### config.mk
export PLATFORM = sky130hd
export DESIGN_NAME = tws_slave
export DESIGN_NICKNAME = d
export VERILOG_FILES = /design/src/logic/tws_pkg.sv /design/src/logic/tws_stream_if.sv /design/src/logic/tws_fifo.sv /design/src/logic/tws_slave.sv /design/src/logic/tws_sync.sv
export VERILOG_INCLUDE_DIRS = /design/src /design/src/logic
export SDC_FILE = /design/constraint.sdc
export NUM_CORES = 1
export LEC_CHECK = 0
export ABC_AREA = 1
export BUFFER_PORTS_ARGS = -buffer_cell sky130_fd_sc_hd__buf_2
export CELL_PAD_IN_SITES_DETAIL_PLACEMENT = 1
export CELL_PAD_IN_SITES_GLOBAL_PLACEMENT = 1
export CORE_ASPECT_RATIO = 0.6
export CORE_MARGIN = 8
export CORE_UTILIZATION = 50
export CTS_CLUSTER_SIZE = 16
export DETAILED_ROUTE_END_ITERATION = 10
export GPL_ROUTABILITY_DRIVEN = 0
export GPL_TIMING_DRIVEN = 0
export PLACE_DENSITY = 0.87
export SETUP_SLACK_MARGIN = 0.3
export SYNTH_ARGS = -nofsm -noshare
export SYNTH_HDL_FRONTEND = slang
export SYNTH_SLANG_ARGS = --single-unit
### constraint.sdc
create_clock -name sys_clk_i -period 4.5 [get_ports sys_clk_i]
set_input_delay 0.225 -clock sys_clk_i [delete_from_list [all_inputs] [get_ports sys_clk_i]]
set_output_delay 0.225 -clock sys_clk_i [all_outputs]
set_load 0.005 [all_outputs]
### src/logic/tws_params.svh
// constants for the two-wire slave interface
// assumes a 10 MHz system clock and the scl/sda pins sampled through synchronisers
`ifndef TWS_PARAMS_SVH
`define TWS_PARAMS_SVH

// device-type code: value is arbitrary
`define TWS_DEV_TYPE      4'hA
`define TWS_CTRL_TYPE_HI  7
`define TWS_CTRL_TYPE_LO  4
`define TWS_CTRL_SEL_HI   3
`define TWS_CTRL_SEL_LO   1
`define TWS_CTRL_DIR_BIT  0
`define TWS_BIT_LAST      3'h7
`define TWS_FIFO_DEPTH    4
`define TWS_FIFO_WIDTH    8
`define TWS_SYS_CLK_KHZ   10000
`define TWS_FAST_SCL_KHZ  400
`define TWS_STD_SCL_KHZ   100
`define TWS_MIN_HALF_CYC  ((`TWS_SYS_CLK_KHZ / `TWS_FAST_SCL_KHZ) / 2)
`define TWS_IDLE_BYTE     8'hFF

`endif

### src/logic/tws_pkg.sv
// types shared by the two-wire slave interface modules
// assumes nothing beyond a SystemVerilog compiler
package tws_pkg;

    typedef enum logic [2:0] {
        TWS_IDLE  = 3'b000,
        TWS_RX    = 3'b001,
        TWS_ACK   = 3'b010,
        TWS_TX    = 3'b011,
        TWS_MACK  = 3'b100,
        TWS_WAIT  = 3'b101
    } tws_state_type;

endpackage

### src/logic/tws_stream_if.sv
// stream carrier between the slave core and its fifo
// assumes both ends on sys_clk
`timescale 1ns/1ns
`default_nettype none
interface tws_stream_if;
    logic       valid;
    logic       ready;
    logic [7:0] data;
    modport src (output valid, output data, input ready);
    modport snk (input valid, input data, output ready);
endinterface
`default_nettype wire

### src/logic/tws_fifo.sv
// small synchronous fifo with valid/ready on both sides
// assumes one clock and an asynchronous active-low reset
`timescale 1ns/1ns
`default_nettype none
module tws_fifo #(
    parameter int WIDTH = 8,
    parameter int DEPTH = 4
) (
    input  wire logic             sys_clk_i,
    input  wire logic             rst_n_i,
    tws_stream_if.snk             wr,
    output logic                  rd_valid_o,
    input  wire logic             rd_ready_i,
    output logic [WIDTH-1:0]      rd_data_o
);
    localparam int AW = $clog2(DEPTH);
    logic [WIDTH-1:0] mem_q [DEPTH];
    logic [AW:0]      wp_q;
    logic [AW:0]      rp_q;
    logic             full;
    logic             empty;
    assign full  = (wp_q[AW] != rp_q[AW]) && (wp_q[AW-1:0] == rp_q[AW-1:0]);
    assign empty = (wp_q == rp_q);
    assign wr.ready   = !full;
    assign rd_valid_o = !empty;
    assign rd_data_o  = mem_q[rp_q[AW-1:0]];

    always_ff @(posedge sys_clk_i) begin
        if (wr.valid && !full) begin
            mem_q[wp_q[AW-1:0]] <= wr.data;
        end
    end

    always_ff @(posedge sys_clk_i or negedge rst_n_i) begin
        if (!rst_n_i) begin
            wp_q <= '0;
        end else if (wr.valid && !full) begin
            wp_q <= wp_q + 1'b1;
        end
    end

    always_ff @(posedge sys_clk_i or negedge rst_n_i) begin
        if (!rst_n_i) begin
            rp_q <= '0;
        end else if (rd_ready_i && !empty) begin
            rp_q <= rp_q + 1'b1;
        end
    end
endmodule
`default_nettype wire

### src/logic/tws_slave.sv
// two-wire bus slave: start/stop detection, control byte match, rx and tx bytes
// assumes scl and sda are open-drain pins resolved outside; address pins static
`timescale 1ns/1ns
`default_nettype none
`include "tws_params.svh"
module tws_slave
    import tws_pkg::*;
(
    input  wire logic       sys_clk_i,
    input  wire logic       rst_n_i,
    input  wire logic       scl_i,
    input  wire logic       sda_i,
    output logic            sda_o,
    output logic            sda_oe_o,
    input  wire logic       addr_select_pin_0_i,
    input  wire logic       addr_select_pin_1_i,
    input  wire logic       addr_select_pin_2_i,
    output logic            rx_valid_o,
    input  wire logic       rx_ready_i,
    output logic [7:0]      rx_data_o,
    input  wire logic [7:0] tx_data_i,
    output logic            tx_take_o,
    output logic            busy_o,
    output logic            selected_o,
    output logic            reading_o
);
    ////////////////////////////////////////////////////////////////////////////
    // pin synchronisers and edge detection
    logic scl_s;
    logic sda_s;
    logic scl_p_q;
    logic sda_p_q;
    logic [2:0] sel_s;
    logic [2:0] sel_q;

    tws_sync u_sync_scl (
        .sys_clk_i (sys_clk_i),
        .rst_n_i   (rst_n_i),
        .async_i   (scl_i),
        .sync_o    (scl_s)
    );
    tws_sync u_sync_sda (
        .sys_clk_i (sys_clk_i),
        .rst_n_i   (rst_n_i),
        .async_i   (sda_i),
        .sync_o    (sda_s)
    );

    genvar gi;
    logic [2:0] sel_raw;
    assign sel_raw = {addr_select_pin_2_i, addr_select_pin_1_i, addr_select_pin_0_i};
    generate
        for (gi = 0; gi < 3; gi++) begin : g_sel
            tws_sync #(.RST_VAL(1'b0)) u_sync_sel (
                .sys_clk_i (sys_clk_i),
                .rst_n_i   (rst_n_i),
                .async_i   (sel_raw[gi]),
                .sync_o    (sel_s[gi])
            );
        end
    endgenerate

    always_ff @(posedge sys_clk_i or negedge rst_n_i) begin
        if (!rst_n_i) begin
            scl_p_q <= 1'b1;
            sda_p_q <= 1'b1;
            sel_q   <= 3'h0;
        end else begin
            scl_p_q <= scl_s;
            sda_p_q <= sda_s;
            sel_q   <= sel_s;
        end
    end

    logic start_det;
    logic stop_det;
    logic scl_rise;
    logic scl_fall;
    logic scl_fall_raw;
    logic scl_hi_seen_q;
    // sampling at 10 MHz gives at least 12 samples per 400 kHz half period
    assign start_det    = scl_s && scl_p_q && sda_p_q && !sda_s;
    assign stop_det     = scl_s && scl_p_q && !sda_p_q && sda_s;
    assign scl_rise     = scl_s && !scl_p_q;
    assign scl_fall_raw = !scl_s && scl_p_q;
    // the fall that closes a start is not a bit: only count falls after a rise
    assign scl_fall     = scl_fall_raw && scl_hi_seen_q;

    always_ff @(posedge sys_clk_i or negedge rst_n_i) begin
        if (!rst_n_i) begin
            scl_hi_seen_q <= 1'b0;
        end else if (start_det || scl_fall_raw) begin
            scl_hi_seen_q <= 1'b0;
        end else if (scl_rise) begin
            scl_hi_seen_q <= 1'b1;
        end
    end

    ////////////////////////////////////////////////////////////////////////////
    // bit and byte sequencing
    tws_state_type state_q;
    logic [2:0]    bit_q;
    logic [7:0]    shift_q;
    logic          first_q;
    logic          dir_q;
    logic          mack_q;
    logic          ctrl_match;

    assign ctrl_match = (shift_q[`TWS_CTRL_TYPE_HI:`TWS_CTRL_TYPE_LO] == `TWS_DEV_TYPE)
                     && (shift_q[`TWS_CTRL_SEL_HI:`TWS_CTRL_SEL_LO] == sel_q);

    // a stream into the fifo carries every acked data byte
    tws_stream_if rx_if ();
    logic rx_push_q;
    assign rx_if.valid = rx_push_q;
    assign rx_if.data  = shift_q;

    always_ff @(posedge sys_clk_i or negedge rst_n_i) begin
        if (!rst_n_i) begin
            state_q <= TWS_IDLE;
        end else if (start_det) begin
            state_q <= TWS_RX;
        end else if (stop_det) begin
            state_q <= TWS_IDLE;
        end else begin
            unique case (state_q)
                TWS_IDLE: begin
                    state_q <= TWS_IDLE;
                end
                TWS_RX: begin
                    if (scl_fall && bit_q == `TWS_BIT_LAST) begin
                        if (first_q && !ctrl_match) begin
                            state_q <= TWS_WAIT;
                        end else if (!first_q && !rx_if.ready) begin
                            state_q <= TWS_WAIT;
                        end else begin
                            state_q <= TWS_ACK;
                        end
                    end
                end
                TWS_ACK: begin
                    if (scl_fall) begin
                        state_q <= dir_q ? TWS_TX : TWS_RX;
                    end
                end
                TWS_TX: begin
                    if (scl_fall && bit_q == `TWS_BIT_LAST) begin
                        state_q <= TWS_MACK;
                    end
                end
                TWS_MACK: begin
                    if (scl_fall) begin
                        state_q <= mack_q ? TWS_WAIT : TWS_TX;
                    end
                end
                TWS_WAIT: begin
                    state_q <= TWS_WAIT;
                end
                default: begin
                    state_q <= TWS_IDLE;
                end
            endcase
        end
    end

    // bit counter counts scl falls; wraps per byte so bytes are unlimited
    always_ff @(posedge sys_clk_i or negedge rst_n_i) begin
        if (!rst_n_i) begin
            bit_q <= 3'h0;
        end else if (start_det) begin
            bit_q <= 3'h0;
        end else if (scl_fall && (state_q == TWS_RX || state_q == TWS_TX)) begin
            bit_q <= bit_q + 3'h1;
        end else if (state_q == TWS_ACK || state_q == TWS_MACK) begin
            bit_q <= 3'h0;
        end
    end

    // receive shifts on scl rise, transmit shifts after each bit fall
    always_ff @(posedge sys_clk_i or negedge rst_n_i) begin
        if (!rst_n_i) begin
            shift_q <= 8'h00;
        end else if (state_q == TWS_RX && scl_rise) begin
            shift_q <= {shift_q[6:0], sda_s};
        end else if (state_q == TWS_ACK && scl_fall && dir_q) begin
            shift_q <= tx_data_i;
        end else if (state_q == TWS_MACK && scl_fall) begin
            shift_q <= tx_data_i;
        end else if (state_q == TWS_TX && scl_fall) begin
            shift_q <= {shift_q[6:0], 1'b1};
        end
    end

    always_ff @(posedge sys_clk_i or negedge rst_n_i) begin
        if (!rst_n_i) begin
            first_q <= 1'b0;
            dir_q   <= 1'b0;
        end else if (start_det) begin
            first_q <= 1'b1;
            dir_q   <= 1'b0;
        end else if (state_q == TWS_RX && scl_fall && bit_q == `TWS_BIT_LAST && first_q) begin
            dir_q   <= shift_q[`TWS_CTRL_DIR_BIT];
        end else if (state_q == TWS_ACK && scl_fall) begin
            first_q <= 1'b0;
        end
    end

    // master ack sampled on scl rise of the ninth pulse
    always_ff @(posedge sys_clk_i or negedge rst_n_i) begin
        if (!rst_n_i) begin
            mack_q <= 1'b0;
        end else if (state_q == TWS_MACK && scl_rise) begin
            mack_q <= sda_s;
        end
    end

    always_ff @(posedge sys_clk_i or negedge rst_n_i) begin
        if (!rst_n_i) begin
            rx_push_q <= 1'b0;
        end else begin
            rx_push_q <= state_q == TWS_RX && scl_fall && bit_q == `TWS_BIT_LAST
                         && !first_q && rx_if.ready && !start_det && !stop_det;
        end
    end

    always_ff @(posedge sys_clk_i or negedge rst_n_i) begin
        if (!rst_n_i) begin
            tx_take_o <= 1'b0;
        end else begin
            tx_take_o <= scl_fall
                         && ((state_q == TWS_ACK && dir_q) || (state_q == TWS_MACK && !mack_q))
                         && !start_det && !stop_det;
        end
    end

    ////////////////////////////////////////////////////////////////////////////
    // sda drive: changes only follow an scl fall, so sda is steady while scl is high
    always_ff @(posedge sys_clk_i or negedge rst_n_i) begin
        if (!rst_n_i) begin
            sda_oe_o <= 1'b0;
        end else if (start_det || stop_det) begin
            sda_oe_o <= 1'b0;
        end else if (scl_fall) begin
            unique case (state_q)
                TWS_RX: begin
                    sda_oe_o <= bit_q == `TWS_BIT_LAST
                                && (first_q ? ctrl_match : rx_if.ready);
                end
                TWS_ACK: begin
                    sda_oe_o <= dir_q && !tx_data_i[7];
                end
                TWS_TX: begin
                    sda_oe_o <= bit_q != `TWS_BIT_LAST && !shift_q[6];
                end
                TWS_MACK: begin
                    sda_oe_o <= !mack_q && !tx_data_i[7];
                end
                default: begin
                    sda_oe_o <= 1'b0;
                end
            endcase
        end
    end

    always_ff @(posedge sys_clk_i or negedge rst_n_i) begin
        if (!rst_n_i) begin
            sda_o <= 1'b0;
        end else begin
            sda_o <= 1'b0;
        end
    end

    ////////////////////////////////////////////////////////////////////////////
    // status and receive fifo
    always_ff @(posedge sys_clk_i or negedge rst_n_i) begin
        if (!rst_n_i) begin
            busy_o     <= 1'b0;
            selected_o <= 1'b0;
            reading_o  <= 1'b0;
        end else begin
            busy_o     <= state_q != TWS_IDLE;
            selected_o <= state_q == TWS_ACK || state_q == TWS_TX || state_q == TWS_MACK
                          || (state_q == TWS_RX && !first_q);
            reading_o  <= dir_q && state_q != TWS_IDLE && state_q != TWS_WAIT;
        end
    end

    logic       fifo_valid;
    logic [7:0] fifo_data;
    logic       fifo_pop;
    assign fifo_pop = fifo_valid && (!rx_valid_o || rx_ready_i);

    tws_fifo #(.WIDTH(`TWS_FIFO_WIDTH), .DEPTH(`TWS_FIFO_DEPTH)) u_fifo (
        .sys_clk_i  (sys_clk_i),
        .rst_n_i    (rst_n_i),
        .wr         (rx_if),
        .rd_valid_o (fifo_valid),
        .rd_ready_i (fifo_pop),
        .rd_data_o  (fifo_data)
    );

    always_ff @(posedge sys_clk_i or negedge rst_n_i) begin
        if (!rst_n_i) begin
            rx_valid_o <= 1'b0;
            rx_data_o  <= 8'h00;
        end else if (fifo_pop) begin
            rx_valid_o <= 1'b1;
            rx_data_o  <= fifo_data;
        end else if (rx_ready_i) begin
            rx_valid_o <= 1'b0;
        end
    end

    ////////////////////////////////////////////////////////////////////////////
    // checks
    AST_START_RX: assert property (@(posedge sys_clk_i) disable iff (!rst_n_i)
        start_det |=> state_q == TWS_RX && first_q && bit_q == 3'h0)
        else $error("start not taken as transfer start");
    AST_STOP_IDLE: assert property (@(posedge sys_clk_i) disable iff (!rst_n_i)
        stop_det && !start_det |=> state_q == TWS_IDLE && !sda_oe_o)
        else $error("stop did not end transfer");
    AST_SDA_STEADY: assert property (@(posedge sys_clk_i) disable iff (!rst_n_i)
        scl_s && scl_p_q && !start_det && !stop_det |=> $stable(sda_oe_o))
        else $error("sda drive changed while scl high");
    AST_ACK_HELD: assert property (@(posedge sys_clk_i) disable iff (!rst_n_i)
        state_q == TWS_ACK && scl_s && !start_det && !stop_det |-> sda_oe_o)
        else $error("ack not held low during scl high");
    AST_NACK_RELEASE: assert property (@(posedge sys_clk_i) disable iff (!rst_n_i)
        state_q == TWS_MACK && scl_fall && mack_q |=> !sda_oe_o && state_q == TWS_WAIT)
        else $error("sda not released after master nack");
    AST_MISMATCH: assert property (@(posedge sys_clk_i) disable iff (!rst_n_i)
        state_q == TWS_WAIT |-> !sda_oe_o)
        else $error("sda driven while deselected");
    AST_CTRL_ACK: assert property (@(posedge sys_clk_i) disable iff (!rst_n_i)
        state_q == TWS_RX && first_q && scl_fall && bit_q == 3'h7 && !ctrl_match
        && !start_det && !stop_det |=> !sda_oe_o)
        else $error("acked a foreign control byte");
    AST_RX_PUSH: assert property (@(posedge sys_clk_i) disable iff (!rst_n_i)
        state_q == TWS_ACK && !first_q && !dir_q && $rose(state_q == TWS_ACK)
        |-> rx_push_q)
        else $error("received byte not pushed");
    AST_READ_DIR: assert property (@(posedge sys_clk_i) disable iff (!rst_n_i)
        state_q == TWS_ACK && scl_fall && dir_q && !start_det && !stop_det
        |=> state_q == TWS_TX)
        else $error("read direction did not enter transmit");
endmodule
`default_nettype wire

### src/logic/tws_sync.sv
// two-flop synchroniser for one level
// assumes the input is asynchronous to sys_clk
`timescale 1ns/1ns
`default_nettype none
module tws_sync #(
    parameter logic RST_VAL = 1'b1
) (
    input  wire logic sys_clk_i,
    input  wire logic rst_n_i,
    input  wire logic async_i,
    output logic      sync_o
);
    logic meta_q;
    always_ff @(posedge sys_clk_i or negedge rst_n_i) begin
        if (!rst_n_i) begin
            meta_q <= RST_VAL;
            sync_o <= RST_VAL;
        end else begin
            meta_q <= async_i;
            sync_o <= meta_q;
        end
    end
endmodule
`default_nettype wire
* Yosys cells after proc, flatten, opt, wreduce, memory -nomap -nowiden
Memories as Yosys holds them, arrays and structs flattened. A register that Yosys moved wholly into a read port is not among the register bits.
Index checks and enable logic that the tools add are counted.
** Operators by class
- Add/subtract/negate cells :: 3
- Multipliers :: 0
- Divide/modulo/power cells :: 0
- Magnitude comparators :: 0
- Equality and inequality tests :: 18
- Shift-type cells :: 0
- Mux-type cells :: 33
- Bitwise gates (word level) :: 0
- Reduce and logical (&&, ||, !) cells :: 76
** Operator list (count)
- logical AND 1 bit :: 42
- two-way mux 3 bit :: 12
- two-way mux 8 bit :: 4
- inequality test 4 bit (second input constant) :: 4
- zero test 1 bit :: 15
- one-hot mux 3 bit (5 select lines) :: 1
- two-way mux 1 bit :: 14
- nonzero test 2 bit :: 5
- adder 3 x 1 -> 3 bit (second input constant) :: 3
- equality test 3 bit (second input constant) :: 3
- logical OR 1 bit :: 9
- equality test 3 x 2 -> 1 bit (second input constant) :: 2
- equality test 3 bit :: 2
- inequality test 3 bit (second input constant) :: 2
- nonzero test 3 bit :: 2
- equality test 4 bit (second input constant) :: 1
- one-hot mux 1 bit (4 select lines) :: 1
- AND reduction 4 bit :: 1
- nonzero test 4 bit :: 1
- equality test 3 x 1 -> 1 bit (second input constant) :: 1
- equality test 2 bit :: 1
- two-way mux 2 bit :: 1
- inequality test 2 bit (second input constant) :: 1
- AND reduction 2 bit :: 1
- inequality test 1 bit :: 1
** Word-level totals
- Register bits after elaboration :: 46
- Latch bits :: 0
- Memory bits (writable) :: 32
- Memory bits (read-only) :: 0
- Output and inout port bits :: 15
- Memories kept :: 1
** Memories
- u_fifo.mem_q :: words 4, width 8, read ports 1, clocked after memory_dff 1, write ports 1, line tws_fifo.sv:17 : logic [WIDTH-1:0] mem_q [DEPTH];

* Longest topological paths before layout
- Depth in word-level cells :: 9
- Mapped depth :: 11
- Gate-level depth less buffers :: 11

* Cells and area by module
From an unflattened synthesis, not the netlist that was laid out.
** Unflattened totals
- Cells, all modules :: 368
- Area, all modules :: 3766.1 um2
** Modules (own cells, without submodules)
- tws_slave :: instances 1, cells an instance 222, area each 1869.3 um2, sequential area each 953.4 um2
- tws_fifo :: instances 1, cells an instance 136, area each 1641.6 um2, sequential area each 1111.1 um2
- tws_sync at g_sel[0].u_sync_sel ... :: instances 3, cells an instance 2, area each 50.0 um2, sequential area each 50.0 um2
- tws_sync at u_sync_scl ... :: instances 2, cells an instance 2, area each 52.6 um2, sequential area each 52.6 um2

* Worst setup path before layout
Ideal clock, no wire load.
- Kind :: reg-to-reg
- Start :: reg u_fifo.rp_q[0]
- End :: mem u_fifo.mem_q[3][0] (enable)
- Library setup time :: 375 ps
- Arrival time :: 1313 ps
- Required time :: 4125 ps
- Path slack :: 2812 ps
- Stages on the path, launching flop included :: 6
- Buffers on the path :: 1
- Path through :: dfrtp_1 buf_2 xnor2_1 nand3_1 nand2_1 nor2_1
** Between the ends
- Word-level cells in the longest chain between the ends :: 6
** RTL lines
- start, declared :: line tws_fifo.sv:19 : logic [AW:0] rp_q;
- start signal, assigned :: line tws_fifo.sv:46 : rp_q <= rp_q + 1'b1;
- equality test 2 bit :: line tws_fifo.sv:22 : assign full = (wp_q[AW] != rp_q[AW]) && (wp_q[AW-1:0] == rp_q[AW-1:0]);
- logical AND 1 bit :: line tws_fifo.sv:22
- zero test 1 bit :: line tws_fifo.sv:29 : if (wr.valid && !full) begin
- logical AND 1 bit :: line tws_fifo.sv:29
- two-way mux 1 bit :: line tws_fifo.sv:29
- two-way mux 1 bit (not written as such) :: line tws_fifo.sv:30 : mem_q[wp_q[AW-1:0]] <= wr.data;
- end, declared :: line tws_fifo.sv:17
No other way between the ends.

* Worst setup path after layout
- Start :: reg u_fifo.rp_q[1]
- End :: mem u_fifo.mem_q[3][1] (enable)
The elaborated chain is that of the path after synthesis.

==> summary.txt <==
Clocking
  • Max Root-Sink Buffers: 2
  • Root Driver: clkbuf_16
  • CTS tree: done
  • Clock slew at reported path FFs: 0.06 ns
  • H-Tree Depth: 3
  • CTS buffer count: 9
  • Worst skew pair latency: 0.34 ns
  • Clock sinks: 86

Yosys
  • Synth warn: 0
  • Post-Synthesis Cells: 332
  • Post-synthesis sequential area ratio: 0.641
  • Post-synthesis simple-gate area fraction: 0.135
  • Mapped Nets: 355
  • Post-synth cell types: 37
  • Syn Std Cell Area: 3620 um^2
  • Xor and xnor area share after synthesis: 0.0145
  • Syn_area_per_cell: 10.9 um^2
  • Compound-cell area share of the yosys netlist: 0.101
  • Largest family of logic cells by synthesized area: simple AND/OR/NAND/NOR gates
  • Mux cell area share after synthesis: 0.0249
  • Post-synthesis adder-cell area fraction: 0.0242
  • Yosys reg bits: 86

Power and ir drop
  • LEAKAGE: 1.93 nW
  • Final Power: 2.69 mW
  • Clock group share of total power: 0.286
  • Sw Pwr: 0.933 mW
  • Reg power frac: 0.417
  • Cell Int Power: 1.76 mW
  • Power share of the combinational group: 0.296
  • Peak supply drop: 0.430 mV
  • Power per cell area: 631 nW/um^2
  • Switch share: 0.347

Drt
  • Post-route DRC: 0
  • Vias/cell: 5.39
  • WL/cell: 19.1 um
  • Routed WL: 9040 um
  • Antenna Nets Post-Route: 0
  • DRT Pass-1 Iters: 4
  • Via Count: 2,556
  • Drt initial violations: 193

Timing
  • Final Cycle Share: 0.516
  • Worst Tran Pin Value: 1.01 ns
  • Tmin final: 2.32 ns
  • Relative slew slack: 0.323
  • Fin. Hold Viols: 0
  • Setup TNS: 0 ns
  • Max Clk Rate: 431 MHz
  • RSZ-0062 raised after global routing: false
  • Final Skew: 0.00671 ns
  • Slew Viols, Final: 0
  • # setup viols final: 0

Finish
  • Fin util: 0.597
  • Synthesis-to-finish area growth: 17.8%
  • Commonest non-fill, non-tap cell in the layout: nand2_1
  • FILL cells: 774
  • Layout cells sized above 1: 0.209
  • Commonest non-fill, non-tap cells in the layout: nand2_1, dfrtp_1, nor2_1
  • Final-stage net count: 401
  • Ant diodes: 0
  • Non-Filler Instances: 474

Setup path
  • Kind of critical path: register to register
  • Critical path launch point type: register
  • Worst Path Arrival: 2.28 ns
  • Crit-path max FO: 10
  • Crit path capture type: register
  • R2R setup slack: 2.18 ns
  • Critical path data required time: 4.46 ns

Placement
  • Placed insts: 452
  • DP Wirelength: 6370 um
  • Count of input and output buffers: 29

Global route
  • Initial antenna violation count: 0
  • Total grt overflow: 0
  • Vias in the first global route: 2,840
  • Largest net degree at the start of global routing: 55
  • Global Route Usage Sum: 0.191
  • Global-route wire length before repair: 14,800 um

Hold path
  • Hold Path Class: input pin to register

Floorplanning
  • Die area: 10,300 um^2
  • Initial cell density of the core: 0.506
  • # rows: 24
  • Core ar.: 7150 um^2
  • Horiz. Die Dim: 126 um
  • Ports: 31
  • Die H: 81.9 um

Run status
  • Status: completed

Run
  • Max Cap Viol: 0
==> cells in the mapped netlist <==
| master | count | area (um^2) |
|---|---|---|
| nor3_1 | 2 | 10.0 |
| ha_1 | 7 | 87.6 |
| inv_2 | 5 | 18.8 |
| a21oi_1 | 7 | 35.0 |
| mux2_1 | 5 | 56.3 |
| clkbuf_1 | 1 | 3.75 |
| buf_2 | 2 | 10.0 |
| mux2_2 | 3 | 33.8 |
| xor2_1 | 5 | 43.8 |
| inv_4 | 2 | 12.5 |
| inv_1 | 31 | 116 |
| o21a_1 | 1 | 7.51 |
| o211ai_1 | 1 | 7.51 |
| nand2_1 | 50 | 188 |
| a32o_1 | 2 | 20.0 |
| a211oi_1 | 1 | 7.51 |
| or2_0 | 3 | 18.8 |
| edfxtp_1 | 32 | 961 |
| nor2_4 | 2 | 22.5 |
| a31oi_1 | 2 | 12.5 |
| nand4_1 | 1 | 6.26 |
| o21ai_2 | 4 | 35.0 |
| dfrtp_1 | 48 | 1200 |
| conb_1 | 1 | 3.75 |
| o21ai_0 | 28 | 140 |
| o21ai_1 | 5 | 25.0 |
| buf_6 | 3 | 33.8 |
| nand3_1 | 12 | 60.1 |
| nor2_2 | 2 | 12.5 |
| o22ai_1 | 9 | 56.3 |
| dfstp_2 | 6 | 158 |
| buf_4 | 2 | 15.0 |
| nor2_1 | 41 | 154 |
| nand2_2 | 3 | 18.8 |
| o211a_1 | 1 | 10.0 |
| a21oi_2 | 1 | 8.76 |
| xnor2_1 | 1 | 8.76 |
==> through the flow <==
stage / setup WS, ns / hold WS (ns) / instance area (um^2)
after floorplan: 2.81 / -0.0706 / 3620
after global placement: 2.34 / 0.332 / 3880
after detailed placement: 2.10 / 0.332 / 3880
after CTS: 2.10 / 0.174 / 4250
after global routing: 1.97 / 0.188 / 4260
final: 2.18 / 0.176 / 4260
==> layout make-up <==
type | instances | area (um^2) | share of cell area
plain buffers | 8 | 62.6 | 0.0147
flip-flops and latches | 86 | 2320 | 0.544
clock inverters | 3 | 20.0 | 0.00469
well taps | 91 | 114 | 0.0267
inverters | 38 | 148 | 0.0346
clock buffers | 13 | 303 | 0.0710
repair buffers | 35 | 208 | 0.0487
multi-input cells | 200 | 1090 | 0.256
==> layer usage <==
layer  vias up  global-route usage  wire length, um
li1       1194                   -                -
met1      1286               0.235             4230
met2        65               0.317             4250
met3        11              0.0609              446
met4         0              0.0667              115
met5         -                   0                0
==> power by group through the flow <==
stage	combinational, mW	clock [mW]	sequential, mW
after floorplan	0.516	0	1.10
after global placement	0.716	0	1.12
after detailed placement	0.780	0	1.14
after CTS	0.795	0.783	1.12
after global routing	0.889	0.810	1.14
final	0.797	0.770	1.12
==> worst paths after layout <==
| path | endpoint | cells after the start | startpoint |
|---|---|---|---|
| worst max-delay path | u_fifo.mem_q[3][1]$_DFFE_PP_ | 7 | u_fifo.rp_q[1]$_DFFE_PN0P_ |
| worst min-delay path | rx_valid_o$_DFFE_PN0P_ | 4 | rx_ready_i |
| min in group asynchronous | rx_valid_o$_DFFE_PN0P_ | 2 | rst_n_i |
| worst max register to register | u_fifo.mem_q[3][1]$_DFFE_PP_ | 7 | u_fifo.rp_q[1]$_DFFE_PN0P_ |
| max in group asynchronous | rx_if.data[1]$_DFFE_PN0P_ | 2 | rst_n_i |
| worst min register to register | g_sel[0].u_sync_sel.sync_o$_DFF_PN0_ | 0 | g_sel[0].u_sync_sel.meta_q$_DFF_PN0_ |
==> flip-flops by register name (all words and copies together) (netlist names), 3 cells and up <==
name,cells
bit_q,3
g_sel.u_sync_sel.meta_q,3
g_sel.u_sync_sel.sync_o,3
rx_data_o,8
rx_if.data,8
sel_q,3
state_q,3
u_fifo.mem_q,32
u_fifo.rp_q,3
u_fifo.wp_q,3
==> cell families (layout without fill, tap and decap cells) <==
logic type                 count (synthesis)  count (layout)
AOI/OAI and AO/OA                         62              62
other                                      1               1
buffers and inverters                     46              97
DFF                                       86              86
muxes                                      8               8
and+or+nand+nor                          116             116
xor gates and xnor gates                   6               6
adders and majority gates                  7               7
==> worst max-delay path, cell delays in order (launching register included) <==
cell and delay [ns]:
dfrtp_1 0.35, buf_4 0.18, inv_4 0.08, nand2_1 0.08
nand2_1 0.07, nand3_1 0.14, nand2_1 0.21, nor2_1 0.82
==> repair_timing <==
item | in CTS | in global routing
setup buffers | 0 | 0
endpoints found under the hold margin | 5 | 9
resized for setup | 0 | 0
hold buffers | 5 | 1
setup endpoints to repair | 0 | 0
(Power assumes the default switching activity.)
